**src/mti_regs.vh**
```
`ifndef MTI_REGS_VH
`define MTI_REGS_VH
// synthesizer increment, tuned for a 4,5 MHz system clock
`define MTI_SYNTH_INC 32'h0003BA6F
`define MTI_TIMER_W 32
`define MTI_TEL_N 2
// command decode addresses
`define MTI_A_SET_ALARM 4'h0
`define MTI_A_START 4'h1
`define MTI_A_STOP 4'h2
`define MTI_A_CLEAR_IRQ 4'h3
`define MTI_A_LATCH_DUR 4'h4
`define MTI_A_FE_CTRL 4'h5
`define MTI_A_TIMER 4'h6
`define MTI_A_DATE_A 4'h7
`define MTI_A_DATE_B 4'h8
`define MTI_A_IRQ 4'h9
`define MTI_A_FE_STATUS 4'hA
`define MTI_A_RUN_STATUS 4'hB
// start command option bits
`define MTI_ST_ALARM_EN 0
`define MTI_ST_SAT_STOP 1
`define MTI_ST_ALARM_IRQ 2
`define MTI_ST_SAT_IRQ 3
`define MTI_ST_CAL_EN 4
// front-end control bits per telescope t: base 4*t
`define MTI_FC_PWR 0
`define MTI_FC_DRV 1
`define MTI_FC_ENA 2
`define MTI_FC_CONF 3
// interrupt register bit positions
`define MTI_IR_ALARM 0
`define MTI_IR_SAT_A 1
`define MTI_IR_SAT_B 2
`define MTI_IR_CERR_A 3
`define MTI_IR_CERR_B 4
`define MTI_IR_LU_A 5
`define MTI_IR_LU_B 6
`define MTI_IR_RUN_ERR_A 7
`define MTI_IR_RUN_ERR_B 8
`define MTI_IR_CAL_LU 9
`define MTI_IR_W 10
// break frame: start + 8 data + 2 stop + 1 extra
`define MTI_BRK_BITS 4'hC
`define MTI_LATCH_DUR_RST 16'h0010
`endif

```
**src/mti_timer_irq.v**
```verilog
// Decided for this implementation: the address-and-strobe port and the register addresses.
`timescale 1ns/100ps
`default_nettype none
`include "mti_regs.vh"
// Overview of operation
// - alarm write halts and zeroes timer
// - start clears/starts timer, opens events, calibration
// - run until alarm or stop, then block
// - timer readable any time, unsynchronised
// - first saturation/latchup/config error dates telescope
// - enabled saturation stops that telescope only
// - latchup or config error always stops telescope
// - datation reads zero until latched
// - run end copies timer to undated latches
// - 32-bit synthesizer adds fixed increment
// - interrupt on alarm, saturation, error, latchup
// - interrupt also sends serial break
// - interrupt once until host clears register
// - alarm sets bit; interrupt only if enabled
// - saturation sets bit; interrupt only if enabled
// - config error rising edge, gated by state
// - raw error/latchup always readable
// - latchup needs minimum duration, gated by power
// - latchup powers down that telescope only, tristates, dates
// - latchup in calibration run is recorded
// - per-telescope propagation status and run errors
// - break is twelve low bits after byte
// - alarm/stop halt timer, value kept
module mti_timer_irq #(
  parameter TW = `MTI_TIMER_W,
  parameter BAUD_DIV = 16'd868,
  parameter LDW = 16
) (
  input wire clk_i,
  input wire reset_i,
  input wire [3:0] addr_i,
  input wire [31:0] wdata_i,
  input wire wr_i,
  input wire rd_i,
  output reg [31:0] rdata_o,
  input wire [1:0] sat_i,
  input wire [1:0] conf_err_i,
  input wire [1:0] latchup_i,
  input wire cal_done_i,
  input wire tx_busy_i,
  output reg [1:0] event_open_o,
  output reg cal_run_o,
  output reg [1:0] fe_power_o,
  output reg [1:0] fe_drive_oe_o,
  output reg external_interrupt_out_o,
  output reg serial_break_n_o,
  output reg break_busy_o
);
  reg [31:0] synth_acc_r;
  reg [TW-1:0] timer_r;
  reg [TW-1:0] alarm_r;
  reg [TW-1:0] date_r [0:1];
  reg [1:0] dated_r;
  reg run_r;
  reg [4:0] opts_r;
  reg [7:0] fe_ctrl_r;
  reg [LDW-1:0] latch_dur_r;
  reg [LDW-1:0] lu_cnt_r [0:1];
  reg [1:0] lu_seen_r;
  reg [1:0] cerr_d_r;
  reg [`MTI_IR_W-1:0] irq_reg_r;
  reg [1:0] brk_st_r;
  reg [3:0] brk_bits_r;
  reg [15:0] brk_div_r;
  reg irq_pend_r;
  wire [32:0] synth_sum;
  wire tick;
  wire alarm_hit;
  wire run_end;
  wire [1:0] sat_ev;
  wire [1:0] cerr_ev;
  wire [1:0] lu_ev;
  wire [1:0] tel_stop;
  wire [`MTI_IR_W-1:0] ir_set;
  wire irq_cause;
  reg [`MTI_IR_W-1:0] ir_nxt;
  integer t;
  genvar g;
  localparam BRK_IDLE = 2'd0;
  localparam BRK_WAIT = 2'd1;
  localparam BRK_SEND = 2'd2;

  function fe_bit;
    input [7:0] ctrl;
    input integer tel;
    input integer pos;
    begin
      fe_bit = ctrl[4*tel+pos];
    end
  endfunction

  assign synth_sum = {1'b0, synth_acc_r} + {1'b0, `MTI_SYNTH_INC};
  assign tick = run_r & synth_sum[32];
  assign alarm_hit = run_r & (timer_r == alarm_r);
  assign run_end = run_r & ((alarm_hit & opts_r[`MTI_ST_ALARM_EN]) | cal_done_i
    | (wr_i & addr_i == `MTI_A_STOP));

  generate
    for (g = 0; g < 2; g = g + 1)
    begin : g_tel
      // saturation only counts while events flow into that telescope
      assign sat_ev[g] = event_open_o[g] & sat_i[g];
      assign cerr_ev[g] = conf_err_i[g] & ~cerr_d_r[g] & fe_bit(fe_ctrl_r, g, `MTI_FC_PWR)
        & fe_bit(fe_ctrl_r, g, `MTI_FC_DRV) & fe_bit(fe_ctrl_r, g, `MTI_FC_ENA)
        & ~fe_bit(fe_ctrl_r, g, `MTI_FC_CONF);
      assign lu_ev[g] = latchup_i[g] & ~lu_seen_r[g] & (lu_cnt_r[g] >= latch_dur_r)
        & fe_power_o[g] & fe_drive_oe_o[g];
      assign tel_stop[g] = (sat_ev[g] & opts_r[`MTI_ST_SAT_STOP]) | cerr_ev[g]
        | lu_ev[g];
    end
  endgenerate

  assign ir_set[`MTI_IR_ALARM] = alarm_hit;
  assign ir_set[`MTI_IR_SAT_A] = sat_ev[0];
  assign ir_set[`MTI_IR_SAT_B] = sat_ev[1];
  assign ir_set[`MTI_IR_CERR_A] = cerr_ev[0];
  assign ir_set[`MTI_IR_CERR_B] = cerr_ev[1];
  assign ir_set[`MTI_IR_LU_A] = lu_ev[0];
  assign ir_set[`MTI_IR_LU_B] = lu_ev[1];
  assign ir_set[`MTI_IR_RUN_ERR_A] = run_r & (cerr_ev[0] | lu_ev[0]);
  assign ir_set[`MTI_IR_RUN_ERR_B] = run_r & (cerr_ev[1] | lu_ev[1]);
  assign ir_set[`MTI_IR_CAL_LU] = run_r & opts_r[`MTI_ST_CAL_EN] & (|lu_ev);
  assign irq_cause = (alarm_hit & opts_r[`MTI_ST_ALARM_IRQ])
    | ((|sat_ev) & opts_r[`MTI_ST_SAT_IRQ]) | (|cerr_ev) | (|lu_ev);

  // set wins over a clear arriving in the same cycle
  always @*
  begin
    ir_nxt = irq_reg_r;
    if (wr_i && addr_i == `MTI_A_CLEAR_IRQ)
      ir_nxt = {`MTI_IR_W{1'b0}};
    ir_nxt = ir_nxt | ir_set;
  end

  always @(posedge clk_i)
  begin
    if (reset_i)
    begin
      synth_acc_r <= 32'h00000000;
      timer_r <= {TW{1'b0}};
      alarm_r <= {TW{1'b0}};
      date_r[0] <= {TW{1'b0}};
      date_r[1] <= {TW{1'b0}};
      dated_r <= 2'b00;
      run_r <= 1'b0;
      opts_r <= 5'h00;
      fe_ctrl_r <= 8'h00;
      latch_dur_r <= `MTI_LATCH_DUR_RST;
      lu_cnt_r[0] <= {LDW{1'b0}};
      lu_cnt_r[1] <= {LDW{1'b0}};
      lu_seen_r <= 2'b00;
      cerr_d_r <= 2'b00;
      irq_reg_r <= {`MTI_IR_W{1'b0}};
      event_open_o <= 2'b00;
      cal_run_o <= 1'b0;
      fe_power_o <= 2'b00;
      fe_drive_oe_o <= 2'b00;
      external_interrupt_out_o <= 1'b0;
      rdata_o <= 32'h00000000;
    end
    else
    begin
      synth_acc_r <= synth_sum[31:0];
      if (tick)
        timer_r <= timer_r + 1'b1;
      irq_reg_r <= ir_nxt;
      cerr_d_r <= conf_err_i;
      for (t = 0; t < 2; t = t + 1)
      begin
        // duration filter: counts while latchup is held high
        if (!latchup_i[t])
        begin
          lu_cnt_r[t] <= {LDW{1'b0}};
          lu_seen_r[t] <= 1'b0;
        end
        else if (lu_cnt_r[t] < latch_dur_r)
          lu_cnt_r[t] <= lu_cnt_r[t] + 1'b1;
        else
          lu_seen_r[t] <= 1'b1;
        if (tel_stop[t])
          event_open_o[t] <= 1'b0;
        if ((sat_ev[t] | cerr_ev[t] | lu_ev[t] | run_end) && !dated_r[t])
        begin
          date_r[t] <= timer_r;
          dated_r[t] <= 1'b1;
        end
        if (lu_ev[t])
        begin
          fe_power_o[t] <= 1'b0;
          fe_drive_oe_o[t] <= 1'b0;
        end
      end
      if (wr_i && addr_i == `MTI_A_FE_CTRL)
      begin
        fe_ctrl_r <= wdata_i[7:0];
        fe_power_o <= {wdata_i[4+`MTI_FC_PWR], wdata_i[`MTI_FC_PWR]};
        fe_drive_oe_o <= {wdata_i[4+`MTI_FC_DRV], wdata_i[`MTI_FC_DRV]};
      end
      if (wr_i && addr_i == `MTI_A_LATCH_DUR)
        latch_dur_r <= wdata_i[LDW-1:0];
      if (wr_i && addr_i == `MTI_A_SET_ALARM)
      begin
        alarm_r <= wdata_i[TW-1:0];
        timer_r <= {TW{1'b0}};
        run_r <= 1'b0;
        event_open_o <= 2'b00;
        cal_run_o <= 1'b0;
      end
      else if (wr_i && addr_i == `MTI_A_START)
      begin
        opts_r <= wdata_i[4:0];
        timer_r <= {TW{1'b0}};
        synth_acc_r <= 32'h00000000;
        run_r <= 1'b1;
        event_open_o <= 2'b11;
        cal_run_o <= wdata_i[`MTI_ST_CAL_EN];
        dated_r <= 2'b00;
        date_r[0] <= {TW{1'b0}};
        date_r[1] <= {TW{1'b0}};
      end
      else if (run_end)
      begin
        run_r <= 1'b0;
        event_open_o <= 2'b00;
        cal_run_o <= 1'b0;
      end
      // one interrupt per burst; later causes only land in the register
      if (wr_i && addr_i == `MTI_A_CLEAR_IRQ)
        external_interrupt_out_o <= 1'b0;
      if (irq_cause && !external_interrupt_out_o)
        external_interrupt_out_o <= 1'b1;
      rdata_o <= 32'h00000000;
      if (rd_i)
      begin
        case (addr_i)
          `MTI_A_TIMER: rdata_o <= timer_r;
          `MTI_A_DATE_A: rdata_o <= date_r[0];
          `MTI_A_DATE_B: rdata_o <= date_r[1];
          `MTI_A_SET_ALARM: rdata_o <= alarm_r;
          `MTI_A_IRQ: rdata_o <= {{(32-`MTI_IR_W){1'b0}}, irq_reg_r};
          `MTI_A_FE_STATUS: rdata_o <= {24'h000000, fe_power_o, fe_drive_oe_o,
            latchup_i, conf_err_i};
          `MTI_A_RUN_STATUS: rdata_o <= {28'h0000000, cal_run_o, event_open_o, run_r};
          `MTI_A_FE_CTRL: rdata_o <= {24'h000000, fe_ctrl_r};
          `MTI_A_LATCH_DUR: rdata_o <= {{(32-LDW){1'b0}}, latch_dur_r};
          default: rdata_o <= 32'h00000000;
        endcase
      end
    end
  end

  // break generator: waits for the byte in flight, then twelve low bit times
  always @(posedge clk_i)
  begin
    if (reset_i)
    begin
      brk_st_r <= BRK_IDLE;
      brk_bits_r <= 4'h0;
      brk_div_r <= 16'h0000;
      irq_pend_r <= 1'b0;
      serial_break_n_o <= 1'b1;
      break_busy_o <= 1'b0;
    end
    else
    begin
      if (irq_cause && !external_interrupt_out_o)
        irq_pend_r <= 1'b1;
      case (brk_st_r)
        BRK_IDLE:
        begin
          if (irq_pend_r)
          begin
            irq_pend_r <= 1'b0;
            brk_st_r <= BRK_WAIT;
            break_busy_o <= 1'b1;
          end
        end
        BRK_WAIT:
        begin
          if (!tx_busy_i)
          begin
            brk_st_r <= BRK_SEND;
            brk_bits_r <= `MTI_BRK_BITS;
            brk_div_r <= BAUD_DIV;
            serial_break_n_o <= 1'b0;
          end
        end
        BRK_SEND:
        begin
          if (brk_div_r > 16'h0001)
            brk_div_r <= brk_div_r - 16'h0001;
          else if (brk_bits_r > 4'h1)
          begin
            brk_div_r <= BAUD_DIV;
            brk_bits_r <= brk_bits_r - 4'h1;
          end
          else
          begin
            brk_st_r <= BRK_IDLE;
            serial_break_n_o <= 1'b1;
            break_busy_o <= 1'b0;
          end
        end
        default: brk_st_r <= BRK_IDLE;
      endcase
    end
  end
endmodule // mti_timer_irq
`default_nettype wire

```
**config.mk**
```make
export PLATFORM = sky130hd
export DESIGN_NAME = mti_timer_irq
export DESIGN_NICKNAME = d
export VERILOG_FILES = /design/src/mti_timer_irq.v
export VERILOG_INCLUDE_DIRS = /design/src
export SDC_FILE = /design/constraint.sdc
export NUM_CORES = 1
export LEC_CHECK = 0
export BUFFER_PORTS_ARGS = -buffer_cell sky130_fd_sc_hd__buf_2
export CORE_MARGIN = 5
export CORE_UTILIZATION = 30
export CTS_BUF_LIST = sky130_fd_sc_hd__clkbuf_8
export DETAILED_ROUTE_END_ITERATION = 8
export SLEW_MARGIN = 40
export SYNTH_ARGS = -nofsm -noshare
export SYNTH_HDL_FRONTEND = slang
export SYNTH_SLANG_ARGS = --single-unit
```
**constraint.sdc**
```tcl
create_clock -name clk_i -period 3.4 [get_ports clk_i]
set_input_delay 0.51 -clock clk_i [delete_from_list [all_inputs] [get_ports clk_i]]
set_output_delay 0.51 -clock clk_i [all_outputs]
set_load 0.1 [all_outputs]
```
## Yosys cells after proc, flatten, opt, wreduce, memory -nomap -nowiden

Memory sizes are Yosys's and may differ from the RTL's.
Index checks and enable logic that the tools add are counted.

| word-level totals | value |
|---|---|
| flip-flop bits (word level) | 207 |
| memory bits (writable) | 96 |
| bits of input ports | 48 |
| output and inout bits | 42 |
| memories | 2 |

Memories:

| memory | depth | bits a word | rd ports | clocked after memory_dff | write ports | RTL line | RTL |
|---|---|---|---|---|---|---|---|
| date_r | 2 | 32 | 2 | 0 | 2 | mti_timer_irq.v:57 | `reg [TW-1:0] date_r [0:1];` |
| lu_cnt_r | 2 | 16 | 2 | 0 | 2 | mti_timer_irq.v:63 | `reg [LDW-1:0] lu_cnt_r [0:1];` |

| cells by class | value |
|---|---|
| add/sub/neg operators | 6 |
| $lt $le $gt $ge | 6 |
| eq/ne operators | 20 |
| muxes and demuxes | 79 |
| bitwise gates (word level) | 69 |
| reduce and logical (&&, ||, !) cells | 35 |

Operators with widths:

| cell | count |
|---|---|
| case mux 32 bit (9 select lines) | 1 |
| two-way mux 32 bit | 6 |
| two-way mux 16 bit | 7 |
| two-way mux 1 bit | 46 |
| adder 32 x 18 -> 33 bit, second input constant | 1 |
| AND 1 bit | 33 |
| adder 16 x 1 -> 16 bit, second input constant | 2 |
| adder 32 x 1 -> 32 bit, second input constant | 1 |
| == test 32 bit | 1 |
| >= comparator 16 bit | 2 |
| < comparator 16 bit | 2 |
| case mux 16 bit (2 select lines) | 1 |
| OR 1 bit | 25 |
| two-way mux 2 bit | 10 |
| == test 4 x 3 -> 1 bit, second input constant | 4 |
| == test 4 bit, second input constant | 4 |
| > comparator 16 x 1 -> 1 bit, second input constant | 1 |
| AND reduction 4 bit | 4 |
| subtractor 16 x 1 -> 16 bit, second input constant | 1 |
| OR reduction 2 bit | 7 |
| two-way mux 4 bit | 3 |
| nonzero test 2 bit | 6 |
| two-way mux 10 bit | 1 |
| != test 2 bit, second input constant | 5 |
| other kinds (20) | 41 |

## Logic depth before layout (Yosys ltp)

| logic depth | value |
|---|---|
| depth after elaboration | 15 |
| gate-level depth with buffers | 11 |
| depth with buffers taken out | 9 |

## Worst setup path after synthesis

Ideal clock, no wire load.

| timing | value |
|---|---|
| kind | register to register |
| from | memory lu_cnt_r[0][14] |
| to | memory date_r[0][2] (netlist name) |
| library setup time | 72 ps |
| data arrival time | 2588 ps |
| slack | 740 ps |
| stages on the path, launching flop included | 10 |
| clock period less this slack | 2660 ps |
| cells stage by stage | edfxtp_1 ha_1 nand4_1 or4_1 nor4_1 o21ai_1 and2_1 a31oi_4 buf_6 mux2i_1 |

RTL lines:

| item | RTL line |
|---|---|
| start: declaration | mti_timer_irq.v:63 |
| end: declaration | mti_timer_irq.v:57 |

==> out/qor.csv <==
metric,value,unit
outcome,finished clean,
hold_buffers,0,
post-route-worst-setup-slack,0.291,ns
drt_iter0_drc,863,
dp.cells,2276,
drc,0,
fin_crit_sh,0.914,
drt-pass1-iter-count,6,
setup_violations,0,
clock_sinks,303,
antenna_found_initial,1,
synthDistinctLibCells,79,
clk_pin_slew,0.06,ns
synth.top_cell.area_share,0.380,
viasPerCell,5.12,
finalSetupTns,0,ns
maxSlewViolCount,0,
clock.fmax,0.322,GHz
grt_util_met3,0.0389,
holdPathStages,3,
cp-end-kind,register,
async_flop_share,0,
fillers,4954,
vias,12100,
yosys_warnings,0,
grt_pass1_wl,65.7,mm
worst_slew_pin_slew,0.754,ns
dpl-instance-area,15400,um^2
total_power,8790,uW
crit_fanout,32,
powerDensity,536,nW/um^2
max_slew_margin,0.497,
die_w,228,um
nNetsFinal,1806,
rsz0062_at_grt,false,
leakagePower,0.00609,uW
grt_max_degree,98,
synth-seq-cells,303,
required,3.94,ns
hpwlAfterDp,29.5,mm
numCtsBuffers,55,
syn_avg_cell_area,8.76,um^2
gpl.final_weighted_congestion,0.900,
hold_viol,0,
ir_worst_vdd,0.000243,V
cts_resized,0,
num_rows,80,
ant_nets,0,
dieArea,52000,um^2
grt_use_total,0.154,
synth.cell_area,14300,um^2
port_buffers,89,
cts_setup_buffers,0,
drive_above_1_share,0.132,
n_antenna_cell,0,
hp-class,in -> reg,
synth-edff-count,32,
area_growth,14.9,%
worstSkewPairLatency,0.63,ns
fin_skew,0.0185,ns
clock_path_buffers,3,
met2_usage,0.240,
syn_nets,1717,
multi_input_area,7260,um^2
boundaryPins,90,
synth_ff_type,dfxtp_1,
period_needed,3.11,ns
wire_per_inst,17.6,um
stdcell_count,2366,
die_h,228,um
yosysTopAreaCell,dfxtp_1,
critPathKind,reg -> reg,
core,47300,um^2
overflow,0,
grtUsageMet1,0.209,
drv_cap,0,
wl,41.5,mm
post-place-ws,0.305,ns
htreeDepth,2,
critPathArrivalTime,3.65,ns
synth_cells,1629,
start_util,0.301,
grt_pass1_vias,12000,
ys_top_cells_by_area,"dfxtp_1 38%, nand2_1 7.8%, edfxtp_1 6.7%",
yosysSeqAreaShare,0.448,
top_usage_layer,met2,
worstRegToRegCells,9,
cts_tree,yes,
cp-start-kind,register,
post-route-cell-area,16400,um^2
seqCellArea,6390,um^2
cts_root_buffer,clkbuf_8,
[synthesized netlist by cell type, drive strengths merged (17+ instances only)]
| cell | n |
|---|---|
| nor3 | 30 |
| xor2 | 49 |
| a21oi | 157 |
| mux2i | 65 |
| nand4 | 20 |
| xnor2 | 52 |
| buf | 17 |
| dfxtp | 271 |
| nand2 | 296 |
| nand3 | 55 |
| ha | 40 |
| nor2 | 120 |
| o21ai | 34 |
| or3 | 22 |
| edfxtp | 32 |
| a22oi | 54 |
| inv | 42 |
| clkbuf | 83 |
[cells in the final DEF, fill, tap and decap left out, types with 11 or more instances in the layout]
| cell type | instances |
|---|---|
| nor2b_1 | 15 |
| and3_1 | 14 |
| nor2_1 | 118 |
| a222oi_1 | 14 |
| nand2b_1 | 12 |
| nand4_1 | 20 |
| clkbuf_8 | 65 |
| a21oi_1 | 157 |
| o21ai_0 | 31 |
| edfxtp_1 | 32 |
| inv_1 | 60 |
| nand3_1 | 55 |
| ha_1 | 40 |
| dfxtp_1 | 271 |
| a31oi_1 | 12 |
| buf_2 | 88 |
| a22oi_1 | 54 |
| or3_1 | 22 |
| buf_4 | 40 |
| or4_1 | 14 |
| xor2_1 | 47 |
| nor3_1 | 28 |
| xnor2_1 | 52 |
| o31ai_1 | 11 |
| mux2i_1 | 65 |
| nand2_1 | 296 |
[critical path: stages, from the launching register on]
cell and delay, ns:
edfxtp_1 0.44, ha_1 0.35, nand4_1 0.16, or4_1 0.62, nor4_1 0.34, o21ai_1 0.14
and2_1 0.22, a31oi_4 0.22, buf_12 0.29, mux2i_1 0.23
[power by group]
group          internal (uW)  leakage [uW]  total, uW  switching (uW)
sequential              3890       0.00256       4150             261
combinational            567       0.00294       1410             843
clock                   1710      0.000587       3220            1520
[cell families (layout without fill, tap and decap cells)]
family / Yosys count / count (layout) / share of synthesized area
AND/OR/NAND/NOR: 641 / 641 / 0.209
XOR/XNOR: 101 / 101 / 0.0631
multiplexers: 67 / 67 / 0.0480
flip-flops: 303 / 303 / 0.448
adder cells (fa/ha/maj): 40 / 40 / 0.0351
AO/OA/AOI/OAI: 335 / 335 / 0.152
buffers and inverters: 142 / 264 / 0.0454
[state kept, by name, indices dropped and copies added (netlist names), 2 cells and up]
register and cells:
lu_seen_r 2, fe_power_o 2, fe_ctrl_r 8, lu_cnt_r 32, rdata_o 32, brk_div_r 16, opts_r 5, latch_dur_r 16
timer_r 32, irq_reg_r 10, cerr_d_r 2, dated_r 2, synth_acc_r 32, brk_st_r 2, event_open_o 2, brk_bits_r 4
alarm_r 32, date_r 64, fe_drive_oe_o 2
[worst paths after layout]
path / start / endpoint / slack, ns
setup / recovery: lu_cnt_r[0][13]$_SDFFCE_PN0P_ / date_r[0][10]$_SDFFE_PP0P_ / 0.29
hold / removal: wdata_i[25] / alarm_r[25]$_SDFFE_PP0P_ / 0.13
setup reg to reg: lu_cnt_r[0][13]$_SDFFCE_PN0P_ / date_r[0][10]$_SDFFE_PP0P_ / 0.29
hold reg to reg: irq_reg_r[5]$_SDFF_PP0_ / irq_reg_r[5]$_SDFF_PP0_ / 0.46
[per-layer routing]
layer | vias up | wire length [um]
li1 | 5921 | -
met1 | 5739 | 19100
met2 | 369 | 18300
met3 | 82 | 2760
met4 | 0 | 1360
met5 | - | 0
[through the flow]
step	hold WS [ns]	util
final	0.128	0.346
after global placement	0.441	0.325
after CTS	0.0731	0.346
after floorplan	0.426	-
after detailed placement	0.447	0.325
after global routing	0.0829	0.346
[area by class of cell]
| class | count | area share |
|---|---|---|
| Timing Repair Buffer | 132 | 0.0496 |
| Clock inverter | 25 | 0.00664 |
| Tap cell | 615 | 0.0470 |
| Inverter | 42 | 0.00962 |
| Clock buffer | 65 | 0.0546 |
| Sequential cell | 303 | 0.390 |
| Multi-Input combinational cell | 1184 | 0.443 |
(Power assumes the default switching activity.)
